### src/core/ppc_defines.vh
// constants for the parallel port control block
// What this block does
// (RULE_01) port enable off means no off-chip access
// (RULE_02) idle-stop set halts port during idle
// (RULE_03) mux 11: low address byte on data
// (RULE_04) mux 10: full address on data pins
// (RULE_05) mux 01: low byte muxed, upper on lines
// (RULE_06) mux 00: separate address and data pins
// (RULE_07) write strobe pin enable gates pin drive
// (RULE_08) read strobe pin enable gates pin drive
// (RULE_09) chip select function: cs or address 14
// (RULE_10) latch polarity sets both latch strobes
// (RULE_11) polarities ignored on address-line pins
// (RULE_12) data path is one byte wide
// (RULE_13) eleven address lines with chip select
// (RULE_14) twelve address lines without chip select
// (RULE_15) separate strobes or direction plus enable
// (RULE_16) slave four-byte buffer, auto-incrementing index
// (RULE_17) upper sixteen control bits read zero
// (RULE_18) mode field selects master or slave kind
// (RULE_19) write polarity sets enable strobe in mode 11
// (RULE_20) disabled port holds controls inactive
// (RULE_21) control fields reset to zero
`ifndef PPC_DEFINES_VH
`define PPC_DEFINES_VH
// ==============================
// register byte offsets
`define PPC_OFF_CTRL    8'h00
`define PPC_OFF_MODE    8'h04
`define PPC_OFF_ADDR    8'h08
`define PPC_OFF_DATA    8'h0c
`define PPC_OFF_STAT    8'h10
`define PPC_OFF_SOUT    8'h14
`define PPC_OFF_SIN     8'h18
// ==============================
// control field positions
`define PPC_B_ON        15
`define PPC_B_IDLE_STOP      13
`define PPC_B_MUXH      12
`define PPC_B_MUXL      11
`define PPC_B_TTL       10
`define PPC_B_WREN      9
`define PPC_B_RDEN      8
`define PPC_B_CSFH      7
`define PPC_B_CSFL      6
`define PPC_B_ALP       5
`define PPC_B_CSP       3
`define PPC_B_WRITE_STROBE_POLARITY      1
`define PPC_B_READ_STROBE_POLARITY      0
`define PPC_CTRL_MASK   16'hbfeb
// ==============================
// encodings and reset values
`define PPC_MUX_SEP     2'h0
`define PPC_MUX_LO      2'h1
`define PPC_MUX_FULL    2'h2
`define PPC_MUX_LO8     2'h3
`define PPC_CSF_CS      2'h2
`define PPC_MODE_LEG    2'h0
`define PPC_MODE_ENH    2'h1
`define PPC_MODE_M2     2'h2
`define PPC_MODE_M1     2'h3
`define PPC_RST_CTRL    16'h0000
`define PPC_RST_MODE    6'h00
`endif

### src/core/ppc_port.v
// parallel port control: apb registers, master cycles, byte slave buffer
//
// Our own choices: the register offsets and the APB slave port.
`timescale 1ns/100ps
`include "ppc_defines.vh"
module ppc_port (
  input  wire        pclk,
  input  wire        presetn,
  input  wire        psel,
  input  wire        penable,
  input  wire        pwrite,
  input  wire [7:0]  paddr,
  input  wire [31:0] pwdata,
  output reg  [31:0] prdata,
  output reg         pready,
  output reg         pslverr,
  input  wire        idle_mode,
  input  wire [7:0]  port_data_in,
  output reg  [7:0]  port_data_out,
  output reg         port_data_oe,
  input  wire [1:0]  port_addr_in,
  output reg  [10:0] port_addr_bus,
  output reg         port_addr_oe,
  input  wire        chip_sel_in,
  output reg         chip_sel_out,
  output reg         chip_sel_oe,
  input  wire        read_strobe_in,
  output reg         read_strobe_out,
  output reg         read_strobe_oe,
  input  wire        write_strobe_in,
  output reg         write_strobe_out,
  output reg         write_strobe_oe,
  output reg         addr_latch_low,
  output reg         addr_latch_high,
  output reg         input_level_sel
);
  // ==============================
  // master cycle states
  localparam ST_IDLE = 3'h0;
  localparam ST_ALO  = 3'h1;
  localparam ST_AHI  = 3'h2;
  localparam ST_STRB = 3'h3;
  localparam ST_HOLD = 3'h4;

  reg  [15:0] port_control_reg;       // control register
  reg  [5:0]  mode_reg;               // mode[5:4], strobe wait [3:0]
  reg  [15:0] addr_reg;               // master address
  reg  [7:0]  wdata_reg;              // byte to write
  reg  [7:0]  rdata_reg;              // byte last read
  reg  [2:0]  state_reg;              // master state
  reg  [2:0]  state_next;
  reg  [3:0]  wait_reg;               // strobe length counter
  reg         dir_rd_reg;             // current cycle is a read
  reg  [31:0] sout_reg;               // bytes for the external master
  reg  [31:0] sin_reg;                // bytes from the external master
  reg  [1:0]  idx_reg;                // slave buffer index
  reg  [12:0] s1_reg;                 // synchroniser first stage
  reg  [12:0] s2_reg;                 // synchroniser second stage
  reg  [12:0] s3_reg;                 // delayed second stage
  reg         start_wr;
  reg         start_rd;

  // control field views
  wire       ctl_on   = port_control_reg[`PPC_B_ON];
  wire       ctl_idle_stop = port_control_reg[`PPC_B_IDLE_STOP];
  wire [1:0] ctl_mux  = port_control_reg[`PPC_B_MUXH:`PPC_B_MUXL];
  wire       ctl_wren = port_control_reg[`PPC_B_WREN];
  wire       ctl_rden = port_control_reg[`PPC_B_RDEN];
  wire [1:0] ctl_csf  = port_control_reg[`PPC_B_CSFH:`PPC_B_CSFL];
  wire       ctl_alp  = port_control_reg[`PPC_B_ALP];
  wire       ctl_csp  = port_control_reg[`PPC_B_CSP];
  wire       ctl_write_strobe_polarity = port_control_reg[`PPC_B_WRITE_STROBE_POLARITY];
  wire       ctl_read_strobe_polarity = port_control_reg[`PPC_B_READ_STROBE_POLARITY];
  wire [1:0] mode     = mode_reg[5:4];
  wire       master   = mode[1];

  // halted while disabled, or idle with idle-stop set
  wire run = ctl_on & ~(ctl_idle_stop & idle_mode); // RULE_01 RULE_02
  wire busy = (state_reg != ST_IDLE);

  // ==============================
  // apb slave
  wire setup  = psel & ~penable;
  wire commit = psel & penable & pready & ~pslverr;
  wire wr_go  = commit & pwrite;
  reg  [31:0] rd_mux;
  reg         addr_ok;

  // read data and decode
  always @* begin
    rd_mux  = 32'h0000_0000;
    addr_ok = 1'b1;
    case (paddr)
      `PPC_OFF_CTRL: rd_mux = {16'h0000, port_control_reg}; // RULE_17
      `PPC_OFF_MODE: rd_mux = {22'h000000, mode_reg[5:4], 2'h0, mode_reg[3:0], 2'h0};
      `PPC_OFF_ADDR: rd_mux = {16'h0000, addr_reg};
      `PPC_OFF_DATA: rd_mux = {24'h000000, rdata_reg};
      `PPC_OFF_STAT: rd_mux = {24'h000000, idx_reg, 5'h00, busy};
      `PPC_OFF_SOUT: rd_mux = sout_reg;
      `PPC_OFF_SIN:  rd_mux = sin_reg;
      default:       addr_ok = 1'b0;    // unmapped answers error
    endcase
  end

  // one-cycle answer in access phase
  always @(posedge pclk or negedge presetn) begin
    if (!presetn) begin
      pready  <= 1'b0;
      pslverr <= 1'b0;
      prdata  <= 32'h0000_0000;
    end else begin
      pready  <= setup;
      pslverr <= setup & ~addr_ok;
      if (setup & ~pwrite) begin
        prdata <= rd_mux;
      end
    end
  end

  // software register writes
  always @(posedge pclk or negedge presetn) begin
    if (!presetn) begin
      port_control_reg <= `PPC_RST_CTRL;  // RULE_21
      mode_reg         <= `PPC_RST_MODE;
      addr_reg         <= 16'h0000;
      wdata_reg        <= 8'h00;
      sout_reg         <= 32'h0000_0000;
      start_wr         <= 1'b0;
      start_rd         <= 1'b0;
    end else begin
      start_wr <= 1'b0;
      start_rd <= 1'b0;
      if (wr_go) begin
        case (paddr)
          `PPC_OFF_CTRL: port_control_reg <= pwdata[15:0] & `PPC_CTRL_MASK;
          `PPC_OFF_MODE: mode_reg <= {pwdata[9:8], pwdata[5:2]}; // RULE_18
          `PPC_OFF_ADDR: addr_reg <= pwdata[15:0];
          `PPC_OFF_DATA: begin
            wdata_reg <= pwdata[7:0];     // RULE_12
            start_wr  <= 1'b1;
          end
          `PPC_OFF_STAT: start_rd <= pwdata[1];
          `PPC_OFF_SOUT: sout_reg <= pwdata;
          default: ;                        // read-only or unmapped
        endcase
      end
    end
  end

  // ==============================
  // master cycle sequencer
  wire go = run & master & ~busy & (start_wr | start_rd);
  // next state
  always @* begin
    state_next = state_reg;
    case (state_reg)
      ST_IDLE: begin
        if (go) begin
          state_next = (ctl_mux == `PPC_MUX_SEP) ? ST_STRB : ST_ALO; // RULE_06
        end
      end
      ST_ALO:  state_next = (ctl_mux == `PPC_MUX_FULL) ? ST_AHI : ST_STRB; // RULE_03 RULE_04
      ST_AHI:  state_next = ST_STRB;
      ST_STRB: state_next = (wait_reg == mode_reg[3:0]) ? ST_HOLD : ST_STRB;
      ST_HOLD: state_next = ST_IDLE;
      default: state_next = ST_IDLE;
    endcase
  end

  // state, wait count, direction and read capture
  always @(posedge pclk or negedge presetn) begin
    if (!presetn) begin
      state_reg  <= ST_IDLE;
      wait_reg   <= 4'h0;
      dir_rd_reg <= 1'b0;
      rdata_reg  <= 8'h00;
    end else if (!ctl_on) begin
      state_reg <= ST_IDLE;                 // RULE_01
      wait_reg  <= 4'h0;
    end else if (run) begin                 // RULE_02
      state_reg <= state_next;
      wait_reg  <= (state_reg == ST_STRB) ? wait_reg + 4'h1 : 4'h0; // strobe cycles so far
      if (go) begin
        dir_rd_reg <= start_rd;
      end
      if (state_reg == ST_STRB && state_next == ST_HOLD && dir_rd_reg) begin
        rdata_reg <= s2_reg[7:0];
      end
    end
  end

  // ==============================
  // pin synchronisers and slave buffer
  // bit map: data 7:0, addr 9:8, cs 10, rd 11, wr 12
  wire [12:0] pins_raw = {write_strobe_in, read_strobe_in, chip_sel_in,
                          port_addr_in, port_data_in};

  always @(posedge pclk or negedge presetn) begin
    if (!presetn) begin
      s1_reg <= 13'h0000;
      s2_reg <= 13'h0000;
      s3_reg <= 13'h0000;
    end else begin
      s1_reg <= pins_raw;
      s2_reg <= s1_reg;
      s3_reg <= s2_reg;
    end
  end

  // slave strobe views after sync
  wire cs_act  = (s2_reg[10] == ctl_csp);
  wire rd_act  = (s2_reg[11] == ctl_read_strobe_polarity) & cs_act;
  wire wr_act  = (s2_reg[12] == ctl_write_strobe_polarity) & cs_act;
  wire rd_prev = (s3_reg[11] == ctl_read_strobe_polarity) & (s3_reg[10] == ctl_csp);
  wire wr_prev = (s3_reg[12] == ctl_write_strobe_polarity) & (s3_reg[10] == ctl_csp);
  wire slave   = run & ~master;
  wire wr_end  = slave & wr_prev & ~wr_act;
  wire rd_end  = slave & rd_prev & ~rd_act;
  wire [1:0] sidx = (mode == `PPC_MODE_ENH) ? s3_reg[9:8] : idx_reg;

  // buffer index: addressed or auto-increment
  always @(posedge pclk or negedge presetn) begin
    if (!presetn) begin
      idx_reg <= 2'h0;
    end else if (!slave) begin
      idx_reg <= 2'h0;
    end else if (wr_end | rd_end) begin
      idx_reg <= sidx + 2'h1;               // RULE_16
    end
  end

  // received bytes, one slot per entry
  genvar gi;
  generate
    for (gi = 0; gi < 4; gi = gi + 1) begin : g_sin
      always @(posedge pclk or negedge presetn) begin
        if (!presetn) begin
          sin_reg[8*gi+7:8*gi] <= 8'h00;
        end else if (wr_end && sidx == gi) begin
          sin_reg[8*gi+7:8*gi] <= s3_reg[7:0]; // RULE_16
        end
      end
    end
  endgenerate

  wire [7:0] sout_byte = sout_reg[8*sidx +: 8];
  // ==============================
  // pin drive
  wire in_cycle = busy & run;
  wire st_alo   = in_cycle & (state_reg == ST_ALO);
  wire st_ahi   = in_cycle & (state_reg == ST_AHI);
  wire st_strb  = in_cycle & (state_reg == ST_STRB);
  wire cs_is_cs = (ctl_csf == `PPC_CSF_CS); // RULE_09
  wire m_drive  = run & master;
  reg  [7:0]  d_n;
  reg         doe_n;
  reg  [10:0] a_n;
  reg         cs_n;
  reg         rs_n;
  reg         ws_n;

  // next pin values, registered below
  always @* begin
    d_n   = 8'h00;
    doe_n = 1'b0;
    a_n   = 11'h000;
    cs_n  = ~ctl_csp;                       // RULE_20
    if (m_drive) begin
      case (ctl_mux)
        `PPC_MUX_SEP: a_n = addr_reg[10:0]; // RULE_06 RULE_13
        `PPC_MUX_LO:  a_n = {addr_reg[10:8], 8'h00}; // RULE_05
        default:      a_n = 11'h000;        // RULE_03 RULE_04
      endcase
      if (cs_is_cs) begin
        cs_n = in_cycle ? ctl_csp : ~ctl_csp;
      end else if (ctl_mux == `PPC_MUX_SEP || ctl_mux == `PPC_MUX_LO) begin
        cs_n = addr_reg[14];                // RULE_11 RULE_14
      end else begin
        cs_n = 1'b0;
      end
      if (st_alo) begin
        d_n   = addr_reg[7:0];
        doe_n = 1'b1;
      end else if (st_ahi) begin
        d_n   = addr_reg[15:8];
        doe_n = 1'b1;
      end else if (st_strb & ~dir_rd_reg) begin
        d_n   = wdata_reg;                  // RULE_12
        doe_n = 1'b1;
      end
    end else if (slave & rd_act) begin
      d_n   = sout_byte;                    // RULE_16
      doe_n = 1'b1;
    end
    // strobes: idle at inactive level
    rs_n = ~ctl_read_strobe_polarity;                       // RULE_20
    ws_n = ~ctl_write_strobe_polarity;
    if (m_drive & (mode == `PPC_MODE_M1)) begin
      rs_n = (in_cycle & dir_rd_reg) ? ctl_read_strobe_polarity : ~ctl_read_strobe_polarity; // RULE_15
      ws_n = st_strb ? ctl_write_strobe_polarity : ~ctl_write_strobe_polarity; // RULE_19
    end else if (m_drive) begin
      rs_n = (st_strb & dir_rd_reg) ? ctl_read_strobe_polarity : ~ctl_read_strobe_polarity; // RULE_15
      ws_n = (st_strb & ~dir_rd_reg) ? ctl_write_strobe_polarity : ~ctl_write_strobe_polarity; // RULE_19
    end
  end

  // registered pins
  always @(posedge pclk or negedge presetn) begin
    if (!presetn) begin
      port_data_out    <= 8'h00;
      port_data_oe     <= 1'b0;
      port_addr_bus    <= 11'h000;
      port_addr_oe     <= 1'b0;
      chip_sel_out     <= 1'b1;
      chip_sel_oe      <= 1'b0;
      read_strobe_out  <= 1'b1;
      read_strobe_oe   <= 1'b0;
      write_strobe_out <= 1'b1;
      write_strobe_oe  <= 1'b0;
      addr_latch_low   <= 1'b1;
      addr_latch_high  <= 1'b1;
      input_level_sel  <= 1'b0;
    end else begin
      port_data_out    <= d_n;
      port_data_oe     <= doe_n;            // RULE_01
      port_addr_bus    <= a_n;
      port_addr_oe     <= m_drive;
      chip_sel_out     <= cs_n;
      chip_sel_oe      <= m_drive;
      read_strobe_out  <= rs_n;
      read_strobe_oe   <= m_drive & ctl_rden; // RULE_08
      write_strobe_out <= ws_n;
      write_strobe_oe  <= m_drive & ctl_wren; // RULE_07
      addr_latch_low   <= st_alo ? ctl_alp : ~ctl_alp; // RULE_10
      addr_latch_high  <= st_ahi ? ctl_alp : ~ctl_alp; // RULE_10
      input_level_sel  <= port_control_reg[`PPC_B_TTL];
    end
  end
endmodule

### config.mk
export PLATFORM = sky130hd
export DESIGN_NAME = ppc_port
export DESIGN_NICKNAME = d
export VERILOG_FILES = /design/src/core/ppc_port.v
export VERILOG_INCLUDE_DIRS = /design/src /design/src/core
export SDC_FILE = /design/constraint.sdc
export NUM_CORES = 1
export LEC_CHECK = 0
export BUFFER_PORTS_ARGS = -buffer_cell sky130_fd_sc_hd__buf_2
export CORE_ASPECT_RATIO = 1.2
export CORE_MARGIN = 2
export CORE_UTILIZATION = 55
export CTS_BUF_LIST = sky130_fd_sc_hd__clkbuf_8
export DETAILED_ROUTE_END_ITERATION = 12
export GPL_ROUTABILITY_DRIVEN = 0
export GPL_TIMING_DRIVEN = 0
export PLACE_DENSITY = 0.86
export SLEW_MARGIN = 0
export SYNTH_ARGS = -nofsm -noshare
export SYNTH_HDL_FRONTEND = slang
export SYNTH_SLANG_ARGS = --single-unit
### constraint.sdc
create_clock -name pclk -period 3.3 [get_ports pclk]
set_clock_uncertainty 0.05 [all_clocks]
set_input_delay 0.495 -clock pclk [delete_from_list [all_inputs] [get_ports pclk]]
set_output_delay 0.495 -clock pclk [all_outputs]
set_load 0.01 [all_outputs]
; Yosys cells after proc, flatten, opt, wreduce, memory -nomap -nowiden
; Index checks and enable logic that the tools add are counted.
[totals]
inputBits = 59
ff_bits = 229
out_inout_bits = 64
[classes]
addsub = 2
bitwise = 48
n_reduce_logical = 20
eq_ne = 27
shift = 1
muxes = 45
[op_table]
columns = cell, count
row1 = case mux 32 bit (7 select lines), 1
row2 = 2-to-1 mux 8 bit, 5
row3 = bitwise AND 1 bit, 32
row4 = variable part select 32 x 6 -> 8 bit, 1
row5 = 2-to-1 mux 1 bit, 25
row6 = == test 8 x 5 -> 1 bit (second input constant), 3
row7 = case mux 11 bit (2 select lines), 1
row8 = == test 8 x 4 -> 1 bit (second input constant), 2
row9 = NOT 1 bit, 14
row10 = 2-to-1 mux 3 bit, 4
row11 = 2-to-1 mux 4 bit, 3
row12 = case mux 3 bit (4 select lines), 1
row13 = 2-to-1 mux 11 bit, 1
row14 = == test 2 bit (second input constant), 5
row15 = AND reduction 2 bit, 5
row16 = == test 8 x 3 -> 1 bit (second input constant), 1
row17 = logical NOT 8 bit, 1
row18 = 2-to-1 mux 2 bit, 4
row19 = OR reduction 7 bit, 1
row20 = == test 1 bit, 6
row21 = == test 2 x 1 -> 1 bit (second input constant), 3
row22 = == test 3 x 2 -> 1 bit (second input constant), 2
row23 = logical AND 1 bit, 6
row24 = AND reduction 3 bit, 2
row25 = other kinds (11), 14

; Depth between registers and ports, before layout
; Gate-level depths: netlist of run 1.
[logic_depth]
ltp_word = 12
ltp_mapped = 9
depth_no_buf = 6

; Worst setup path before layout of run 1
; No wires, ideal clock.
[synth_timing]
path_type = register -> register
start = reg mode_reg[5]
end = reg sin_reg[16]
path_slack_ps = 977
t_arrival_ps = 2149
required_ps = 3125
path_stages_with_launch = 10
synth_period_minus_slack_ps = 2323
cell_sequence = dfrtp_1 -> buf_2 -> nor2b_1 -> mux2i_1 -> buf_2 -> buf_2 -> inv_1 -> ha_1 -> nand3_2 -> mux2_2
[synth_via]
elab_chain_len = 5
word_cells_on_any_way = 8
classes_between = eq/ne (2) / mux (1) / bitwise (4) / reduce/logical (1)
[synth_rtl]
columns = element, line
row1 = start: declaration, ppc_port.v:46  ; reg [5:0] mode_reg;
row2 = start signal: assignment, ppc_port.v:124  ; mode_reg <= `PPC_RST_MODE;
row3 = start signal: assignment, ppc_port.v:136  ; `PPC_OFF_MODE: mode_reg <= {pwdata[9:8], pwdata[5:2]};
row4 = branches (longest 4 deep; another with == test 2 x 1 -> 1 bit), --
row5 = logical AND 1 bit *, ppc_port.v:239  ; end else if (wr_end && sidx == gi) begin
row6 = end signal: indexed assignment, ppc_port.v:240  ; sin_reg[8*gi+7:8*gi] <= s3_reg[7:0];
row7 = end: declaration, ppc_port.v:55  ; reg [31:0] sin_reg;
; Every way passes the cells marked *.
; A chain may end at the register's enable or synchronous reset.

; Final worst setup path of run 1
[layout_timing]
start = reg port_control_reg[3]
end = reg port_data_out[5]
[layout_via]
elab_chain_len = 5
[layout_rtl]
columns = element, line
row1 = start: declaration, ppc_port.v:45  ; reg [15:0] port_control_reg;
row2 = start signal: assignment, ppc_port.v:123  ; port_control_reg <= `PPC_RST_CTRL;
row3 = start signal: assignment, ppc_port.v:135  ; `PPC_OFF_CTRL: port_control_reg <= pwdata[15:0] & `PPC_CTRL_MASK;
row4 = == test 1 bit, ppc_port.v:211  ; wire cs_act = (s2_reg[10] == ctl_csp);
row5 = bitwise AND 1 bit, ppc_port.v:212  ; wire rd_act = (s2_reg[11] == ctl_read_strobe_polarity) & cs_act;
row6 = bitwise AND 1 bit, ppc_port.v:291  ; end else if (slave & rd_act) begin
row7 = 2-to-1 mux 8 bit, ppc_port.v:291
row8 = 2-to-1 mux 8 bit, ppc_port.v:268  ; if (m_drive) begin
row9 = via d_n[5], ppc_port.v:255  ; reg [7:0] d_n;
row10 = end signal: assignment, ppc_port.v:324  ; port_data_out <= d_n;
row11 = end: declaration, ppc_port.v:19  ; output reg [7:0] port_data_out,
; The timed path passes the listed nets, and every way through them passes these cells.

==> metrics.md, run 1 <==
| Metric | Value |
|---|---|
| F_max | 355.5 MHz |
| FFs w/ async S/R, synth | 1.000 |
| Final Total Pwr | 5.416 mW |
| Worst EP required | 3.65 ns |
| 1st-iter DRT viols | slightly above 800 |
| Pre-antenna DRT Iters | 7 |
| Synth Register Bits | 229 |
| Min Hold Slack | -0.01246 ns |
| DR DRC count | 0 |
| CP arrival | 3.16 ns |
| Clock tree sinks | 229 |
| Antenna Violating Nets Remaining | 0 |
| Compound-Gate Fraction of Synth Area | 0.09218 |
| Crit path kind | reg2reg |
| Min Clock Period, post-route | 2.813 ns |
| H-tree depth | 2 |
| Syn. warnings | 0 |
| Finished Cell Area | 11,370 sq um |
| Final #Nets | 960 |
| Worst-margin pin slew | 0.9666 ns |
| Layout cells sized above 1 | 0.3640 |
| Seq/Total Area, Yosys | 0.5895 |
| Max VDD drop | 262.2 uV |
| First-pass GRT wire length | 40,050 um |
| Initial Utilization | 0.5580 |
| Die area | 18,780 sq um |
| Adder-cell share of the synthesized area | 0.006428 |
| Clock Root Buffer | clkbuf_8 |
| TritonCTS Buffers | 36 |
| Area after DPL | roughly 11,000 sq um |
| Area of the multi-input gates | about 3800 sq um |
| Share of Yosys cell area claimed by the top area cell type | 0.5760 |
| Endpoints failing setup | 0 |
| CTS Buffer Depth | 3 |
| Synthesized instance count | around 740 |
| Final setup TNS | 0 ns |
| Syn Area/Cell | 13.22 sq um |
| Register area | between 5000 and 6000 sq um |
| Leakage | 5.737 nW |
| Core area | 17,440 sq um |
| Synth area leaders | dfrtp_1 (58%), mux2_2 (14%), mux2i_1 (3.2%) |
| RSZ-0062 raised after global routing | no |
| Clk slew on worst S/H paths | 0.06 ns |
| Vias per inst | about 6.1 |
| Cell Rows | 53 |
| Max Cap Violations | 0 |
| Die Wd | 125.4 um |
| Critical Path Fanout Max | 9 |
| Fin crit share | 0.8525 |
| Post-synthesis simple-gate area fraction | 0.09308 |
| Area delta synth->final | 16.84% |
| Post-Syn Nets | 800 |
| Netlist cell types | 62 |
| Global route overflow | 0 |
| Vias | 7,019 |
| Vias in the first global route | roughly 7,100 |
| R2R cell count | 5 |
| Status | finished, violations left |
| Most used DFF post-synth | dfrtp_1 |
| Clock Latency Late Sink | 0.53 ns |
| Port Buffer Count | 120 |
| Fillers | approximately 1,300 |
| Die Y | 149.7 um |
| Post-synthesis mux area share | 0.1812 |
| Post-CTS setup buffers | 0 |
| Crit end category | flop |
| Failing checks | negative hold slack |
| Worst hold path type | in2async |
| Initial antenna violation count | 2 |
| DP Wirelength | 18,450 um |
| Largest family of logic cells by synthesized area | multiplexers |
| Max-slew violation count | 0 |
| Routed WL | approximately 26,000 um |
| Count of final hold-check violations | 1 |
| Largest area contributor in the netlist | dfrtp_1 |
| Largest net degree at the start of global routing | 120 |
| Mapped Area | 9732 sq um |
| Wire per inst | between 20 and 25 um |
| CTS tree | yes |
| Global Route Usage Sum | 0.2809 |
| Crit start category | flop |
| Ports | 123 |
| XOR/XNOR Fraction of Synth Area | 0.01350 |
| Cell Pwr Density | 476.3 nW/um^2 |
| Rel. slew slack | 0.3497 |
| Number of synthesized flops with an enable pin | 0 |
-- critical path, cell delays in order, from the launching register on --
cell      delay, ns
dfrtp_1        0.33
clkbuf_1       0.38
xor2_1         0.22
nor4_1         0.83
nand2_1        0.46
o221ai_1       0.41
-- report_power, final --
| part | internal (mW) | total (mW) | switching, mW |
|---|---|---|---|
| Clock | 1.26 | 2.36 | 1.10 |
| Sequential | 2.84 | 2.86 | 0.0231 |
| Combinational | 0.0596 | 0.194 | 0.135 |
| Total | 4.16 | 5.42 | 1.25 |
-- worst paths after layout --
check | to | slack (ns) | from
setup / recovery | port_data_out[5] | 0.49 | port_control_reg[3]
hold / removal | port_data_oe | -0.01 | presetn
setup reg to reg | port_data_out[5] | 0.49 | port_control_reg[3]
hold reg to reg | s2_reg[10] | 0.30 | s1_reg[10]
max in group asynchronous | s3_reg[1] | 2.14 | presetn
min in group pclk | s1_reg[4] | 0.02 | port_data_in[4]
-- kinds of logic (layout without fill, tap and decap cells) --
| logic type | count (synthesis) | in the layout |
|---|---|---|
| buffers and inverters | 49 | 236 |
| other | 0 | 1 |
| AO/OA/AOI/OAI | 128 | 128 |
| adder cells (fa/ha/maj) | 5 | 5 |
| AND/OR/NAND/NOR | 152 | 152 |
| flip-flops | 229 | 229 |
| multiplexers | 158 | 158 |
| XOR/XNOR | 15 | 15 |
-- what timing repair did --
action | 4_1_cts | 5_1_grt
hold buffers | 0 | 1
resized for setup | 0 | 0
hold endpoints to repair | 0 | 1
-- metal layers --
layer	GRT usage	vias to the layer above	share of wire
met2	0.4492	386	0.47
li1	-	3008	-
met5	0	-	0
met1	0.3618	3516	0.40
met3	0.05256	109	0.066
met4	0.1628	0	0.065
-- per-stage QoR --
step           instances  hold slack (ns)    util  worst slack (ns)
3_5_place_dp        1077           0.2847  0.6104            0.6076
4_1_cts             1142         0.005058  0.6513            0.5940
6_report            1144         -0.01246  0.6520            0.4867
3_3_place_gp        1076           0.2832  0.6082            -2.092
2_1_floorplan        736           0.1494       -            0.9766
5_1_grt             1144         0.002333  0.6520            0.4568
-- layout make-up --
cell class	count	area share
Antenna cell	1	0.0002201
Inverter	9	0.002971
Clock buffer	43	0.05205
Tap cell	220	0.02421
Buffer	40	0.01772
Clock inverter	22	0.01067
Multi-Input combinational cell	458	0.3307
Sequential cell	229	0.5045
Timing Repair Buffer	122	0.05700
-- cell usage after synthesis (3+ instances only) --
library cell  number
buf_2             10
a31oi_1            3
mux2i_1           31
nor3b_1            3
a22o_1            13
nor2_1            12
xor2_1            12
nand2b_1          11
nand3b_1           9
nand3_2            4
inv_1              9
xnor2_1            3
nor2b_1            7
o221ai_1          10
nand2_1           41
a21oi_1            7
nor4_1             4
a211oi_1           8
dfstp_2            5
dfrtp_1          224
nand3_1            9
and2_1            21
o21ai_0           42
ha_1               5
mux2_2           125
nand4_1            3
clkbuf_1          21
o2bb2ai_1          3
a22oi_1           22
and3_1             8
buf_6              4
nor3_1             6
-- placed cells by master, fill, tap and decap left out, types with 22 or more instances in the layout --
cell / count
inv_1: 24
a22oi_1: 22
clkbuf_8: 43
dfrtp_1: 224
o21ai_0: 42
nand2_1: 41
mux2i_1: 31
buf_2: 129
mux2_2: 125
Power figures use the tool's default switching activity.
==> run 2: changes to the inputs <==
Settings changed: CORE_UTILIZATION 55 to 30, PLACE_DENSITY 0.86 to 0.57.
==> run 2 against run 1 <==
  * The run still ends with negative hold slack left
  * Power up 6.7%
  * Final cell count up 18%
  * Flip-flop and latch count unchanged
  * Largest cell class unchanged
  * Die area up 81%
  * Critical endpoint is now sin_reg[21]
  * Critical path depth up 4
  * Global-route usage down 11 points
==> metrics.md, run 2 (synthesis results as in run 1) <==
| Metric | Value |
|---|---|
| Endpoints failing setup | 0 (unchanged) |
| Vias per inst | 5.037 (was 6.135) |
| Antenna Violating Nets Remaining | 0 (unchanged) |
| TritonCTS Buffers | 41 (was 36) |
| Initial antenna violation count | 5 (was 2) |
| Crit path largest cell delay | 0.39 ns (was 0.83 ns) |
| Max VDD drop | 237.3 uV (was 262.2 uV) |
| Cell Rows | 72 (was 53) |
| Area after DPL | 10,880 sq um (was 10,650 sq um) |
| Met1 Use GR | 0.2155 (was 0.3618) |
| Largest net degree at the start of global routing | 117 (was 120) |
| CTS tree | yes (unchanged) |
| Core area | 32,070 sq um (was 17,440 sq um) |
| PostCTS Resize Cnt | 0 (unchanged) |
| Fillers | 3,177 (was 1,298) |
| Layout cells sized above 1 | 0.3644 (was 0.3640) |
| Min Clock Period, post-route | 2.915 ns (was 2.813 ns) |
| RSZ-0062 raised after global routing | no (unchanged) |
| DP Wirelength | 21,530 um (was 18,450 um) |
| Met2 usage | 0.2889 (was 0.4492) |
| 1st-iter DRT viols | 502 (was 809) |
| Ports | 123 (unchanged) |
| Final Non-Filler Cells | 1,352 (was 1,144) |
| Max Cap Violations | 0 (unchanged) |
| Clock tree sinks | 229 (unchanged) |
| Commonest cells after routing, fill and taps aside | dfrtp_1 (224), buf_2 (129), mux2_2 (125) (unchanged) |
| Vias | 6,810 (was 7,019) |
| Finished Cell Area | 11,850 sq um (was 11,370 sq um) |
| Commonest non-fill, non-tap cell in the layout | dfrtp_1 (unchanged) |
| Initial Utilization | 0.3034 (was 0.5580) |
| Leakage | 5.861 nW (was 5.737 nW) |
| Worst-margin pin slew | 1.180 ns (was 0.9666 ns) |
| Max-slew violation count | 0 (unchanged) |
| Status | finished, violations left (unchanged) |
| Clk slew on worst S/H paths | 0.06 ns (about the same) |
| Critical Path, Cell by Cell | buf_2 -> nor2b_1 -> mux2i_1 -> buf_2 -> buf_2 -> inv_1 -> ha_1 -> nand3_2 -> mux2_2 (was clkbuf_1 -> xor2_1 -> nor4_1 -> nand2_1 -> o221ai_1) |
| Routed WL | 29,270 um (was 25,900 um) |
| Count of final hold-check violations | 29 (was 1) |
| Die Wd | 168.4 um (was 125.4 um) |
| DR DRC count | 0 (unchanged) |
| Pre-antenna DRT Iters | 5 (was 7) |
| Clock Latency Late Sink | 0.56 ns (was 0.53 ns) |
| Global Route Usage Sum | 0.1751 (was 0.2809) |
| Area delta synth->final | 21.79% (was 16.84%) |
| Cell Pwr Density | 487.6 nW/um^2 (was 476.3 nW/um^2) |
| Final setup TNS | 0 ns (unchanged) |
| Critical Path Fanout Max | 11 (was 9) |
| First-pass GRT wire length | 44,000 um (was 40,050 um) |
| DP Cell Count | 1,264 (was 1,077) |
| Clock Root Buffer | clkbuf_8 (unchanged) |
| Vias in the first global route | 6,947 (was 7,096) |
| Failing checks | negative hold slack (unchanged) |
| Most used routing layer | met2 (unchanged) |
| CP arrival | 3.30 ns (was 3.16 ns) |
| Global route overflow | 0 (unchanged) |
| Slowest-stage cell, CP | buf_2 (was nor4_1) |
| CTS Buffer Depth | 3 (unchanged) |
| Die area | 33,900 sq um (was 18,780 sq um) |
| Cell mode on critical path | buf_2 |
| Crit end category | flop (unchanged) |
| Min Hold Slack | -0.03450 ns (was -0.01246 ns) |
| Final #Nets | 977 (was 960) |
| Crit path kind | reg2reg (unchanged) |
| Worst hold path type | in2async (unchanged) |
| H-tree depth | 2 (unchanged) |
| Port Buffer Count | 120 (unchanged) |
| Met3 GRT Util | 0.04524 (was 0.05256) |
| Rel. slew slack | 0.2063 (was 0.3497) |
| Worst EP required | 3.69 ns (was 3.65 ns) |
| Hold_buf cts | 13 (was 0) |
| Fin crit share | 0.8834 (was 0.8525) |
| Die Y | 201.3 um (was 149.7 um) |
| Wire per inst | 21.65 um (was 22.64 um) |
| Crit start category | flop (unchanged) |
| Post-CTS setup buffers | 0 (unchanged) |
| F_max | 343.0 MHz (was 355.5 MHz) |
-- run 2: worst max-delay path, delay by kind of cell, from the launching register on --
| kind | cells | cell delay [ns] |
|---|---|---|
| adders and majority gates | 1 | 0.21 |
| buffers and inverters | 4 | 1.01 |
| DFF | 1 | 0.35 |
| muxes | 2 | 0.70 |
| and+or+nand+nor | 2 | 0.45 |
-- run 2: per-stage QoR --
stage,worst slack (ns),util,power [mW]
after floorplan,0.9766,-,2.965
after global placement,-2.461,0.3381,3.109
after detailed placement,0.4302,0.3392,3.117
after CTS,0.4240,0.3695,5.873
after global routing,0.2650,0.3695,6.026
final,0.3847,0.3696,5.779
-- run 2: final cells by class --
class                           count  area [sq um]  share of cell area
Antenna cell                        1         2.502           0.0002111
Buffer                             40         201.4             0.01700
Clock buffer                       50         688.2             0.05806
Clock inverter                     24         152.6             0.01288
Inverter                            9         33.78            0.002850
Multi-Input combinational cell    458          3760              0.3172
Sequential cell                   229          5737              0.4840
Tap cell                          407         509.2             0.04296
Timing Repair Buffer              134         768.2             0.06482
-- run 2: worst paths after layout --
kind | from | endpoint | slack, ns | cells past startpoint
worst max-delay path | mode_reg[5] | sin_reg[21] | 0.38 | 9
worst min-delay path | presetn | port_addr_bus[8] | -0.03 | 1
worst max register to register | mode_reg[5] | sin_reg[21] | 0.38 | 9
worst min register to register | s1_reg[6] | s2_reg[6] | 0.29 | 0
max in group asynchronous | presetn | prdata[30] | 2.18 | 2
min in group pclk | penable | pready | 0.08 | 2
-- run 2: metal layers --
layer / up-vias / part of all wire
met4: 8 / 0.043
li1: 3045 / -
met5: - / 0.0019
met3: 82 / 0.069
met2: 253 / 0.49
met1: 3422 / 0.40
-- run 2: where the power goes --
part | internal, mW | switching [mW]
clock network | 1.52 | 1.18
registers | 2.84 | 0.0261
logic | 0.0687 | 0.138
==> run 3: changes to the inputs <==
Settings changed: SETUP_SLACK_MARGIN from default to 0.5.
==> run 3 against run 2 <==
  * Critical path depth stayed put
  * Combinational power hardly changed
  * Register-to-register slack better by 0.26 ns
  * Sequential power hardly changed
  * The run still ends with negative hold slack left
  * Maximum frequency is 9.6% higher
  * Highest routed layer unchanged
  * First-iteration DRC count is 4.2% lower
  * Power hardly changed
  * Critical endpoint unchanged
==> metrics.md, run 3 (synthesis results as in run 1) <==
| Metric | Value |
|---|---|
| Status | finished, violations left (unchanged) |
| Failing checks | negative hold slack (unchanged) |
| Clk slew on worst S/H paths | 0.06 ns (about the same) |
| Largest net degree at the start of global routing | 117 (unchanged) |
| Switch share | 0.2328 (about the same) |
| First-pass GRT wire length | 44,000 um (unchanged) |
| Final setup TNS | 0 ns (unchanged) |
| Post-CTS setup buffers | 0 (unchanged) |
| Worst-margin pin slew | 0.9098 ns (was 1.180 ns) |
| Met3 wire len | 1875 um (was 2006 um) |
| H-tree depth | 2 (unchanged) |
| Antenna Violating Nets Remaining | 0 (unchanged) |
| Global route overflow | 0 (unchanged) |
| Vias in the first global route | 6,947 (unchanged) |
| DP Wirelength | 21,530 um (unchanged) |
| Commonest non-fill, non-tap cell in the layout | dfrtp_1 (unchanged) |
| Slowest-stage cell, CP | mux2_2 (was buf_2) |
| Final core utilization | 0.3700 (was 0.3696) |
| Finished Cell Area | 11,870 sq um (was 11,850 sq um) |
| Initial Utilization | 0.3034 (unchanged) |
| Max Cap Violations | 0 (unchanged) |
| Worst setup margin | 0.6409 ns (was 0.3847 ns) |
| Die Wd | 168.4 um (unchanged) |
| Logic pwr share | 0.036 (about the same) |
| Routed WL | 29,260 um (was 29,270 um) |
| Endpoints failing setup | 0 (unchanged) |
| Routed length on met2 | 14,280 um (was 14,230 um) |
| Port Buffer Count | 120 (unchanged) |
| Area after DPL | 10,880 sq um (unchanged) |
| CTS Buffer Depth | 3 (unchanged) |
| Crit-path leading delay family | buffers and inverters (unchanged) |
| Commonest cells after routing, fill and taps aside | dfrtp_1 (224), buf_2 (127), mux2_2 (125) (was dfrtp_1 (224), buf_2 (129), mux2_2 (125)) |
| Ports | 123 (unchanged) |
| Rel. slew slack | 0.3935 (was 0.2063) |
| Clock Root Buffer | clkbuf_8 (unchanged) |
| Sequential fraction of design power | 0.496 (about the same) |
| Leakage | 5.865 nW (was 5.861 nW) |
| F_max | 376.1 MHz (was 343.0 MHz) |
| RSZ-0062 raised after global routing | no (unchanged) |
| Core area | 32,070 sq um (unchanged) |
| TritonCTS Buffers | 41 (unchanged) |
| Cell Pwr Density | 487.0 nW/um^2 (was 487.6 nW/um^2) |
| Critical Path, Cell by Cell | buf_2 -> nor2b_2 -> mux2i_1 -> clkbuf_4 -> buf_4 -> inv_1 -> ha_1 -> nand3_2 -> mux2_2 (was buf_2 -> nor2b_1 -> mux2i_1 -> buf_2 -> buf_2 -> inv_1 -> ha_1 -> nand3_2 -> mux2_2) |
| Crit start category | flop (unchanged) |
| Cell Rows | 72 (unchanged) |
| Worst setup path start | mode_reg[5] (unchanged) |
| Clock tree sinks | 229 (unchanged) |
| Wl on met1 | 11,740 um (was 11,710 um) |
| Initial antenna violation count | 5 (unchanged) |
| Final #Nets | 977 (unchanged) |
| Crit path kind | reg2reg (unchanged) |
| Wire per inst | 21.64 um (was 21.65 um) |
| Worst EP required | 3.68 ns (was 3.69 ns) |
| Clock Latency Late Sink | 0.56 ns (about the same) |
| Global Route Usage Sum | 0.1751 (unchanged) |
| Vias | 6,801 (was 6,810) |
| Worst hold path type | in2async (unchanged) |
| Net Sw Power | 1.345 mW (was 1.346 mW) |
| CTS tree | yes (unchanged) |
| DR DRC count | 0 (unchanged) |
| Min Clock Period, post-route | 2.659 ns (was 2.915 ns) |
| WP buf/inv | 4 (unchanged) |
| DR top layer | met5 (unchanged) |
| Crit end category | flop (unchanged) |
| Die Y | 201.3 um (unchanged) |
| Max-slew violation count | 0 (unchanged) |
| Count of final hold-check violations | 29 (unchanged) |
| 1st-iter DRT viols | 481 (was 502) |
| Crit path largest cell delay | 0.37 ns (was 0.39 ns) |
| Fin crit share | 0.8058 (was 0.8834) |
| Max VDD drop | 237.9 uV (was 237.3 uV) |
| FF-to-FF Start | mode_reg[5] (unchanged) |
| Internal Power | 4.434 mW (about the same) |
| CP arrival | 3.04 ns (was 3.30 ns) |
| Layout cells sized above 1 | 0.3665 (was 0.3644) |
| Clock power frac | 0.468 (about the same) |
| Dpl ws | 0.4302 ns (unchanged) |
| Critical Path Fanout Max | 11 (unchanged) |
| Area delta synth->final | 21.93% (was 21.79%) |
| Fillers | 3,176 (was 3,177) |
| Vias per inst | 5.030 (was 5.037) |
| Min Hold Slack | -0.03092 ns (was -0.03450 ns) |
| Pre-antenna DRT Iters | 5 (unchanged) |
| Die area | 33,900 sq um (unchanged) |
==> run 3: worst paths after layout <==
check | to | slack [ns] | depth (start not counted)
max | sin_reg[21] | 0.64 | 9
min | port_addr_bus[8] | -0.03 | 1
max reg2reg | sin_reg[21] | 0.64 | 9
min reg2reg | s2_reg[6] | 0.29 | 0
max in group asynchronous | prdata[30] | 2.19 | 2
min in group pclk | pready | 0.08 | 2
==> run 3: power groups by stage <==
stage                     Combinational, mW  Clock, mW  Sequential [mW]
after floorplan                      0.0612          0             2.90
after global placement                0.193          0             2.92
after detailed placement              0.201          0             2.92
after CTS                             0.213       2.79             2.87
after global routing                  0.231       2.93             2.87
final                                 0.207       2.71             2.87
==> run 3: area by class of cell <==
cell class	count	area, sq um	share of cell area
Tap cell	407	509.2	0.04291
Timing Repair Buffer	134	768.2	0.06474
Buffer	40	206.4	0.01740
Clock buffer	50	688.2	0.05799
Multi-Input combinational cell	458	3769	0.3176
Antenna cell	1	2.502	0.0002109
Clock inverter	24	152.6	0.01286
Sequential cell	229	5737	0.4834
Inverter	9	33.78	0.002847
==> run 3: metrics by stage <==
stage          instances  power [mW]  hold slack (ns)
2_1_floorplan        736       2.965           0.1494
3_3_place_gp        1263       3.109           0.2853
3_5_place_dp        1264       3.117           0.2847
4_1_cts             1351       5.873         0.007521
5_1_grt             1351       6.026          0.02011
6_report            1352       5.779         -0.03092
==> run 3: worst reg2reg max path, cell delays in order, from the launching register on <==
cell and delay [ns]:
dfrtp_1 0.36, buf_2 0.18, nor2b_2 0.19, mux2i_1 0.31, clkbuf_4 0.31, buf_4 0.27, inv_1 0.10, ha_1 0.20
nand3_2 0.21, mux2_2 0.37
==> run 3: what timing repair did <==
| action | in CTS | in global routing |
|---|---|---|
| pin swaps | 0 | 0 |
| resized for setup | 1 | 3 |
| setup endpoints to repair | 16 | 28 |
| hold buffers | 13 | 0 |
| gates cloned | 0 | 0 |
| hold endpoints to repair | 13 | 0 |
==> run 3: per-layer routing <==
metal | vias up | track usage
li1 | 3052 | -
met1 | 3400 | 0.2155
met2 | 256 | 0.2889
met3 | 85 | 0.04524
met4 | 8 | 0.07913
met5 | - | 0
